--- src/common/timer_pkg.sv ---
/*
 * shared constants for the dual legacy counter/timer: mode codes,
 * prescale encodings, divider ratios, reset values and pin indices.
 * assumes a single core clock domain; the timer, its prescaler and the test bench read this package.
 */
package timer_pkg;

    // per-unit operating mode, two select bits each
    typedef enum logic [1:0] {
        MODE_13BIT = 2'h0,
        MODE_16BIT = 2'h1,
        MODE_8RELOAD = 2'h2,
        MODE_SPLIT = 2'h3
    } mode_t;

    // prescale select encodings
    localparam logic [1:0] SCALE_SYS12 = 2'h0;
    localparam logic [1:0] SCALE_SYS4 = 2'h1;
    localparam logic [1:0] SCALE_SYS48 = 2'h2;
    localparam logic [1:0] SCALE_EXT8 = 2'h3;

    // divider ratios
    localparam logic [5:0] DIV_SYS12 = 6'h0C;
    localparam logic [5:0] DIV_SYS4 = 6'h04;
    localparam logic [5:0] DIV_SYS48 = 6'h30;
    localparam logic [5:0] DIV_EXT8 = 6'h08;
    localparam logic [5:0] DIV_RESET = 6'h00;

    // reset values
    localparam logic [7:0] COUNT_RESET = 8'h00;
    localparam logic FLAG_RESET = 1'b0;

    // synchronised pin indices
    localparam int PIN_COUNT = 5;
    localparam int PIN_EVENT0 = 0;
    localparam int PIN_EVENT1 = 1;
    localparam int PIN_UNIT0_GATE_BIT = 2;
    localparam int PIN_GATE1 = 3;
    localparam int PIN_EXTCLK = 4;

endpackage : timer_pkg

--- src/hw/legacy_dual_timer.sv ---
/*
 * two compatible counter/timers with 13-bit, 16-bit, 8-bit reload and
 * split modes, gated counting, prescaled timebase and overflow flags.
 * assumes software drives the configuration ports directly and loads
 * count bytes through the write strobes; pins are asynchronous.
 */
`timescale 1ns/1ps

// How it works
// - each synced falling edge on the event pin adds one in counter operation.
// - timebase is system clock, prescale /12, /4, /48, external /8, or pin.
// - each unit takes its own two mode-select bits.
// - 13-bit mode uses high byte plus low bits 4..0; bits 7..5 undefined.
// - 13-bit wrap to zero sets the unit flag and may request interrupt.
// - count select picks pin edges; else clock select picks system or prescaled.
// - gate bit clear counts on run; set also needs gate input at polarity.
// - setting run does not clear or reload the count.
// - unit 1 mirrors unit 0 in modes 0 to 2 with its own bits.
// - mode 1 equals mode 0 but counts the full sixteen bits.
// - mode 2 counts low byte, reloads from unchanged high byte on overflow.
// - split mode low byte is an 8-bit unit using unit 0 controls.
// - split mode high byte is a timer run by unit 1 run, sets flag 1.
// - with unit 0 split, unit 1 ignores pins, sets no flag, still pulses overflow.
// - with unit 0 split, unit 1 runs in modes 0 to 2, stops in mode 3.
// - each flag requests an interrupt only when its enable bit is set.
module legacy_dual_timer (
    input wire logic core_clk,
    input wire logic rst_b,
    input wire logic eventPin0,
    input wire logic eventPin1,
    input wire logic gateInput0,
    input wire logic gateInput1,
    input wire logic extClkPin,
    input wire logic [1:0] modeSel0,
    input wire logic [1:0] modeSel1,
    input wire logic countSelect0,
    input wire logic countSelect1,
    input wire logic gateBit0,
    input wire logic gateBit1,
    input wire logic gate0Polarity,
    input wire logic gate1Polarity,
    input wire logic clockSelect0,
    input wire logic clockSelect1,
    input wire logic [1:0] prescaleSelect,
    input wire logic runBit0,
    input wire logic runBit1,
    input wire logic irqEnable0,
    input wire logic irqEnable1,
    input wire logic wrLow0,
    input wire logic wrHigh0,
    input wire logic wrLow1,
    input wire logic wrHigh1,
    input wire logic [7:0] wrData,
    input wire logic clearFlag0,
    input wire logic clearFlag1,
    output logic [7:0] unit0CountLow,
    output logic [7:0] unit0CountHigh,
    output logic [7:0] unit1CountLow,
    output logic [7:0] unit1CountHigh,
    output logic overflowFlag0,
    output logic overflowFlag1,
    output logic irqRequest0,
    output logic irqRequest1,
    output logic unit1OverflowPulse
);

    ////////////////////////////////////////////////////////////////////
    // declarations

    logic [7:0] low0_q;
    logic [7:0] high0_q;
    logic [7:0] low1_q;
    logic [7:0] high1_q;
    logic flag0_q;
    logic flag1_q;
    logic ovfPulse1_q;

    logic [timer_pkg::PIN_COUNT-1:0] pinRaw;
    logic [timer_pkg::PIN_COUNT-1:0] pinLevel;
    logic [timer_pkg::PIN_COUNT-1:0] pinFall;

    logic preTick;
    logic split0;
    logic gateOk0;
    logic gateOk1;
    logic timeBase0;
    logic timeBase1;
    logic tick0;
    logic tick1;
    logic tickHigh0;
    logic active1;
    logic [16:0] step0;
    logic [16:0] step1;
    logic ovf0;
    logic ovf1;
    logic ovfHigh0;

    ////////////////////////////////////////////////////////////////////
    // one count step: {overflow, high byte, low byte}

    function automatic logic [16:0] stepCount(
        input logic [1:0] mode,
        input logic [7:0] hi,
        input logic [7:0] lo
    );
        logic [12:0] c13;
        logic [15:0] c16;
        c13 = {hi, lo[4:0]} + 13'h0001;
        c16 = {hi, lo} + 16'h0001;
        case (mode)
            timer_pkg::MODE_13BIT: begin
                // upper low-byte bits are left as they were
                stepCount = {&{hi, lo[4:0]}, c13[12:5], lo[7:5], c13[4:0]};
            end
            timer_pkg::MODE_16BIT: begin
                stepCount = {&{hi, lo}, c16};
            end
            timer_pkg::MODE_8RELOAD: begin
                if (&lo) begin
                    stepCount = {1'b1, hi, hi};
                end else begin
                    stepCount = {1'b0, hi, c16[7:0]};
                end
            end
            default: begin
                // split low byte: plain 8-bit wrap
                stepCount = {&lo, hi, c16[7:0]};
            end
        endcase
    endfunction : stepCount

    ////////////////////////////////////////////////////////////////////
    // pin synchronisers and prescaler

    assign pinRaw[timer_pkg::PIN_EVENT0] = eventPin0;
    assign pinRaw[timer_pkg::PIN_EVENT1] = eventPin1;
    assign pinRaw[timer_pkg::PIN_UNIT0_GATE_BIT] = gateInput0;
    assign pinRaw[timer_pkg::PIN_GATE1] = gateInput1;
    assign pinRaw[timer_pkg::PIN_EXTCLK] = extClkPin;

    generate
        for (genvar i = 0; i < timer_pkg::PIN_COUNT; i++) begin : g_pin
            pin_sync_edge u_sync (
                .core_clk(core_clk),
                .rst_b(rst_b),
                .pinIn(pinRaw[i]),
                .level(pinLevel[i]),
                .fall(pinFall[i])
            );
        end
    endgenerate

    timebase_prescaler u_prescale (
        .core_clk(core_clk),
        .rst_b(rst_b),
        .scaleSel(prescaleSelect),
        .extFall(pinFall[timer_pkg::PIN_EXTCLK]),
        .tick(preTick)
    );

    ////////////////////////////////////////////////////////////////////
    // count qualification

    assign split0 = (modeSel0 == timer_pkg::MODE_SPLIT);

    // gate input must sit at the polarity level when gating is on
    assign gateOk0 = !gateBit0 || (pinLevel[timer_pkg::PIN_UNIT0_GATE_BIT] == gate0Polarity);
    assign gateOk1 = !gateBit1 || (pinLevel[timer_pkg::PIN_GATE1] == gate1Polarity);

    // internal timebases: system clock or prescaled tick
    assign timeBase0 = clockSelect0 ? 1'b1 : preTick;
    assign timeBase1 = clockSelect1 ? 1'b1 : preTick;

    assign tick0 = runBit0 && gateOk0
        && (countSelect0 ? pinFall[timer_pkg::PIN_EVENT0] : timeBase0);

    // split high byte: timer only, unit 0 timebase, unit 1 run bit
    assign tickHigh0 = split0 && runBit1 && timeBase0;

    // unit 1 is run by its mode alone while unit 0 is split
    always_comb begin
        if (modeSel1 == timer_pkg::MODE_SPLIT) begin
            active1 = 1'b0;
        end else if (split0) begin
            active1 = 1'b1;
        end else begin
            active1 = runBit1 && gateOk1;
        end
    end

    // pins never clock unit 1 while unit 0 is split
    assign tick1 = active1
        && ((countSelect1 && !split0) ? pinFall[timer_pkg::PIN_EVENT1] : timeBase1);

    assign step0 = stepCount(modeSel0, high0_q, low0_q);
    assign step1 = stepCount(modeSel1, high1_q, low1_q);

    assign ovf0 = tick0 && step0[16] && !wrLow0 && !wrHigh0;
    assign ovf1 = tick1 && step1[16] && !wrLow1 && !wrHigh1;
    assign ovfHigh0 = tickHigh0 && (&high0_q) && !wrHigh0;

    ////////////////////////////////////////////////////////////////////
    // unit 0 count bytes; a software write wins over a count step

    always_ff @(posedge core_clk) begin
        if (!rst_b) begin
            low0_q <= timer_pkg::COUNT_RESET;
        end else if (wrLow0) begin
            low0_q <= wrData;
        end else if (wrHigh0) begin
            low0_q <= low0_q;
        end else if (tick0) begin
            low0_q <= step0[7:0];
        end
    end

    always_ff @(posedge core_clk) begin
        if (!rst_b) begin
            high0_q <= timer_pkg::COUNT_RESET;
        end else if (wrHigh0) begin
            high0_q <= wrData;
        end else if (split0) begin
            if (tickHigh0) begin
                high0_q <= high0_q + 8'h01;
            end
        end else if (tick0 && !wrLow0) begin
            high0_q <= step0[15:8];
        end
    end

    ////////////////////////////////////////////////////////////////////
    // unit 1 count bytes

    always_ff @(posedge core_clk) begin
        if (!rst_b) begin
            low1_q <= timer_pkg::COUNT_RESET;
        end else if (wrLow1) begin
            low1_q <= wrData;
        end else if (tick1 && !wrHigh1) begin
            low1_q <= step1[7:0];
        end
    end

    always_ff @(posedge core_clk) begin
        if (!rst_b) begin
            high1_q <= timer_pkg::COUNT_RESET;
        end else if (wrHigh1) begin
            high1_q <= wrData;
        end else if (tick1 && !wrLow1) begin
            high1_q <= step1[15:8];
        end
    end

    ////////////////////////////////////////////////////////////////////
    // overflow flags: set wins over clear, sticky otherwise

    always_ff @(posedge core_clk) begin
        if (!rst_b) begin
            flag0_q <= timer_pkg::FLAG_RESET;
        end else if (ovf0) begin
            flag0_q <= 1'b1;
        end else if (clearFlag0) begin
            flag0_q <= 1'b0;
        end
    end

    always_ff @(posedge core_clk) begin
        if (!rst_b) begin
            flag1_q <= timer_pkg::FLAG_RESET;
        end else if (ovfHigh0 || (ovf1 && !split0)) begin
            flag1_q <= 1'b1;
        end else if (clearFlag1) begin
            flag1_q <= 1'b0;
        end
    end

    // unit 1 overflow keeps feeding baud-rate and converter triggers
    always_ff @(posedge core_clk) begin
        if (!rst_b) begin
            ovfPulse1_q <= 1'b0;
        end else begin
            ovfPulse1_q <= ovf1;
        end
    end

    ////////////////////////////////////////////////////////////////////
    // outputs

    assign unit0CountLow = low0_q;
    assign unit0CountHigh = high0_q;
    assign unit1CountLow = low1_q;
    assign unit1CountHigh = high1_q;
    assign overflowFlag0 = flag0_q;
    assign overflowFlag1 = flag1_q;
    assign irqRequest0 = flag0_q && irqEnable0;
    assign irqRequest1 = flag1_q && irqEnable1;
    assign unit1OverflowPulse = ovfPulse1_q;
endmodule : legacy_dual_timer

--- src/hw/pin_sync_edge.sv ---
/*
 * two-stage synchroniser for one asynchronous pin, with falling edge
 * detection on the synchronised level.
 * assumes the pin holds each level for at least two core clock periods.
 */
`timescale 1ns/1ps
module pin_sync_edge (
    input wire logic core_clk,
    input wire logic rst_b,
    input wire logic pinIn,
    output logic level,
    output logic fall
);
    logic stage1_q;
    logic stage2_q;
    logic last_q;

    // stage1_q is read only by stage2_q
    always_ff @(posedge core_clk) begin
        if (!rst_b) begin
            stage1_q <= 1'b1;
            stage2_q <= 1'b1;
            last_q <= 1'b1;
        end else begin
            stage1_q <= pinIn;
            stage2_q <= stage1_q;
            last_q <= stage2_q;
        end
    end

    assign level = stage2_q;
    assign fall = last_q & ~stage2_q;
endmodule : pin_sync_edge

--- src/hw/timebase_prescaler.sv ---
/*
 * prescaled timebase: one-cycle tick every 12, 4 or 48 core clocks,
 * or every 8 falling edges of the synchronised external clock.
 * assumes extFall is already synchronised to core_clk.
 */
`timescale 1ns/1ps
module timebase_prescaler (
    input wire logic core_clk,
    input wire logic rst_b,
    input wire logic [1:0] scaleSel,
    input wire logic extFall,
    output logic tick
);
    logic [5:0] divCnt_q;
    logic [1:0] lastSel_q;
    logic [5:0] limit;
    logic step;

    always_comb begin
        case (scaleSel)
            timer_pkg::SCALE_SYS12: limit = timer_pkg::DIV_SYS12;
            timer_pkg::SCALE_SYS4: limit = timer_pkg::DIV_SYS4;
            timer_pkg::SCALE_SYS48: limit = timer_pkg::DIV_SYS48;
            default: limit = timer_pkg::DIV_EXT8;
        endcase
    end

    assign step = (scaleSel == timer_pkg::SCALE_EXT8) ? extFall : 1'b1;
    assign tick = step && (divCnt_q == limit - 6'h01) && (lastSel_q == scaleSel);

    // restart the division whenever the scale changes
    always_ff @(posedge core_clk) begin
        if (!rst_b) begin
            divCnt_q <= timer_pkg::DIV_RESET;
            lastSel_q <= timer_pkg::SCALE_SYS12;
        end else begin
            lastSel_q <= scaleSel;
            if (lastSel_q != scaleSel || tick) begin
                divCnt_q <= timer_pkg::DIV_RESET;
            end else if (step) begin
                divCnt_q <= divCnt_q + 6'h01;
            end
        end
    end
endmodule : timebase_prescaler

--- config.mk ---
export PLATFORM = sky130hd
export DESIGN_NAME = legacy_dual_timer
export DESIGN_NICKNAME = d
export VERILOG_FILES = /design/src/common/timer_pkg.sv /design/src/hw/legacy_dual_timer.sv /design/src/hw/pin_sync_edge.sv /design/src/hw/timebase_prescaler.sv
export SDC_FILE = /design/constraint.sdc
export NUM_CORES = 1
export LEC_CHECK = 0
export ABC_AREA = 1
export BUFFER_PORTS_ARGS = -buffer_cell sky130_fd_sc_hd__buf_2
export CAP_MARGIN = 20
export CORE_MARGIN = 3
export CORE_UTILIZATION = 35
export CTS_CLUSTER_DIAMETER = 200
export DETAILED_ROUTE_END_ITERATION = 8
export GPL_TIMING_DRIVEN = 0
export PLACE_DENSITY = 0.51
export SLEW_MARGIN = 20
export SYNTH_ARGS = -nofsm -noshare
export SYNTH_HDL_FRONTEND = slang
export SYNTH_SLANG_ARGS = --single-unit
export TNS_END_PERCENT = 10
--- constraint.sdc ---
create_clock -name core_clk -period 2 [get_ports core_clk]
set_input_delay 0.4 -clock core_clk [delete_from_list [all_inputs] [get_ports core_clk]]
set_output_delay 0.4 -clock core_clk [all_outputs]
set_load 0.005 [all_outputs]
==> flow_summary.json <==
{
  "status": "completed",
  "vias_per_cell": 5.09,
  "end_kind": "flip-flop",
  "grt_max_degree": 18,
  "die_x_um": 117,
  "cts_hold_buf": 0,
  "cts_tree": "built",
  "dr.pass1.iters": 5,
  "drt_wl_total_um": 14900,
  "yosys.area_share.simple_pct": 46.0,
  "row_count": 40,
  "synthesis.area_mm2": 0.00434,
  "power.leakage_nw": 2.43,
  "drt_iter0_drc": 323,
  "antenna_found_initial": 0,
  "cts-htree-levels": 2,
  "synth_mux_area_share_pct": 0.231,
  "power.density_mw_per_mm2": 557,
  "finalHoldViolations": 0,
  "crit_type": "reg -> reg",
  "cp-start-kind": "flip-flop",
  "hold_ws_ns": 0.278,
  "grt.total_usage_pct": 21.4,
  "grt_pass1_wl_um": 23900,
  "arrival_ns": 2.10,
  "setup_viol": 0,
  "synth_top_family_by_area": "simple AND/OR/NAND/NOR gates",
  "seqCellArea_mm2": 0.00113,
  "path_clk_slew_ns": 0.08,
  "slew_viol_final": 0,
  "cts.sink_count": 56,
  "maxCapViolCount": 0,
  "ys_ff_latch": 56,
  "synthAdderAreaFrac_pct": 1.15,
  "initial_utilization_pct": 36.0,
  "synth_area_per_cell_um2": 6.17,
  "synth_xor_area_share_pct": 2.42,
  "antenna_left": 0,
  "antennaDiodeCount": 0,
  "post-route-drc-count": 0,
  "min_period_ns": 1.92,
  "syn-num-nets": 747,
  "coreArea_mm2": 0.0121,
  "fill_cells": 1331,
  "worstHoldPathType": "in -> reg",
  "syn_to_final_growth_pct": 17.5,
  "fin_cells": 954,
  "synthCells": 704,
  "drive_gt1_share_pct": 20.7,
  "synth_edf_count": 0,
  "yosysSeqAreaShare_pct": 25.8,
  "cts_inserted_buffers": 5,
  "relSlewSlack_pct": 49.8,
  "ys.flop_type": "dfxtp_1",
  "crit_fanout": 10,
  "die_y_um": 117,
  "ir_drop_mv": 0.290,
  "synth_compound_area_share_pct": 14.4,
  "fp.dieArea_mm2": 0.0138,
  "clk_latency_ns": 0.31,
  "max_freq_ghz": 0.521,
  "numPlacedInstances": 944,
  "hpwlAfterDp_um": 11700,
  "rsz0062_at_grt": "true",
  "report.power.total_mw": 2.84,
  "grt_pass1_vias": 4622,
  "nets": 828,
  "crit_required_ns": 2.18,
  "ctsRootBufferMaster": "clkbuf_16",
  "period_share_pct": 96.0,
  "fin_skew_ns": 0.00714,
  "place_congestion": 0.954,
  "async_flop_share_pct": 0,
  "post_drt_wl_per_cell_um": 15.6,
  "post_synth_num_cell_types": 46,
  "vias": 4855,
  "yosysWarnings": 0,
  "max-clock-path-buffers": 2,
  "finalSetupTns_ns": 0,
  "ios": 76,
  "worst_pin_slew_ns": 0.750,
  "multi_input_area_mm2": 0.00281,
  "grt-ovfl-total": 0,
  "portBuffers": 72
}
## registers in the layout, indices dropped and copies added, names as in the netlist, 2 cells and up
name	flops
unit0CountHigh	8
unit0CountLow	8
g_pin.u_sync.stage1_q	5
unit1CountLow	8
u_prescale.divCnt_q	6
u_prescale.lastSel_q	2
g_pin.u_sync.level	5
g_pin.u_sync.last_q	3
unit1CountHigh	8
## area by class of cell
| cell class | count | share of cell area [%] |
|---|---|---|
| clock buffer | 6 | 2.53 |
| clock inverter | 2 | 0.270 |
| inverter | 81 | 6.06 |
| tap | 168 | 4.12 |
| multi-input combinational | 547 | 55.1 |
| buffer | 20 | 2.50 |
| sequential | 56 | 22.1 |
| timing repair buffer | 74 | 7.36 |
## power by group
part	leakage, nW	switching (mW)	internal, mW
combinational	1.89	0.412	0.241
clock	0.0712	0.453	0.470
sequential	0.462	0.0837	1.18
total	2.43	0.948	1.89
## worst max-delay path: stages (launching register included)
cell	delay, ns
dfxtp_1	0.31
o21ai_0	0.14
a21oi_1	0.06
nor3b_1	0.60
nand3_2	0.23
nand2_4	0.13
buf_6	0.14
nand3_2	0.07
nand2_1	0.07
nor2_1	0.03
## per-stage QoR
stage / util, % / setup WS (ns) / instance area (µm²)
floorplan: - / 0.305 / 4340
global placement: 40.7 / -0.0919 / 4910
detailed placement: 40.7 / -0.114 / 4910
CTS: 41.9 / 0.00447 / 5050
global route: 42.3 / -0.00683 / 5100
finish: 42.3 / 0.0808 / 5100
## kinds of logic after synthesis
logic type | after synthesis
buf+inv | 101
compound gates | 115
xor+xnor | 12
mux | 1
fa+ha+maj | 4
simple gates | 415
flops | 56
## Yosys cell counts (2+ instances only)
library cell | count | area, µm²
nand2_2 | 7 | 43.8
inv_1 | 75 | 282
nor2_2 | 5 | 31.3
nor2_4 | 5 | 56.3
nand3b_1 | 4 | 30.0
dfxtp_1 | 56 | 1120
nor3b_1 | 2 | 15.0
nand2_4 | 9 | 101
o211ai_1 | 2 | 15.0
nor2_1 | 80 | 300
o21bai_1 | 2 | 15.0
buf_4 | 4 | 30.0
o21ai_0 | 43 | 215
buf_6 | 4 | 45.0
or2_2 | 15 | 93.8
ha_1 | 4 | 50.1
nor3_1 | 7 | 35.0
nand2_1 | 182 | 683
xnor2_1 | 3 | 26.3
nand3_1 | 72 | 360
a21oi_1 | 39 | 195
a21oi_2 | 2 | 17.5
xor2_1 | 9 | 78.8
o21a_1 | 3 | 22.5
nand4_1 | 12 | 75.1
nand3_2 | 9 | 90.1
o22ai_1 | 5 | 31.3
clkbuf_1 | 8 | 30.0
o21ai_1 | 13 | 65.1
inv_2 | 4 | 15.0
buf_2 | 3 | 15.0
a21boi_1 | 2 | 15.0
## timing repair
action,4_1_cts,5_1_grt
resized for setup,1,11
buffers inserted,0,2
endpoints found under the hold margin,0,0
setup endpoints to repair,1,30
pin swaps,0,1
## placed cells by master, fill, tap and decap left out, types with 3 or more instances in the layout
cell type,netlist,routed
nand3_2,9,10
nor2_4,5,7
a21oi_1,39,39
buf_2,3,74
dfxtp_1,56,53
buf_4,4,6
o21ai_0,43,43
nor2_2,5,5
nand2_4,9,9
xnor2_1,3,3
nor2_1,80,78
o21a_1,3,3
inv_2,4,5
ha_1,4,3
clkbuf_16,0,5
nand4_1,12,12
or2_2,15,15
nand2_1,182,182
o22ai_1,5,5
inv_1,75,74
clkbuf_1,8,9
buf_6,4,4
nand3_1,72,71
nor3_1,7,7
xor2_1,9,9
nand2_2,7,7
o21ai_1,13,13
nand3b_1,4,4
## routing by layer
| metal | up-vias | track usage (%) | wire length, µm |
|---|---|---|---|
| met5 | - | 0 | 0 |
| met4 | 0 | 6.82 | 405 |
| met1 | 2226 | 27.2 | 6450 |
| met3 | 25 | 3.09 | 841 |
| li1 | 2447 | - | - |
| met2 | 157 | 37.3 | 7230 |
## final timing paths
path | slack, ns | from | cells after the start | to
hold reg to reg | 0.41 | g_pin[0].u_sync.level$_SDFF_PN1_ | 2 | g_pin[0].u_sync.last_q$_SDFF_PN1_
hold / removal | 0.28 | extClkPin | 2 | g_pin[4].u_sync.stage1_q$_SDFF_PN1_
setup / recovery | 0.08 | g_pin[2].u_sync.level$_SDFF_PN1_ | 9 | unit0CountHigh[5]$_SDFFE_PN0P_
setup reg to reg | 0.08 | g_pin[2].u_sync.level$_SDFF_PN1_ | 9 | unit0CountHigh[5]$_SDFFE_PN0P_
(Power assumes the default switching activity.)
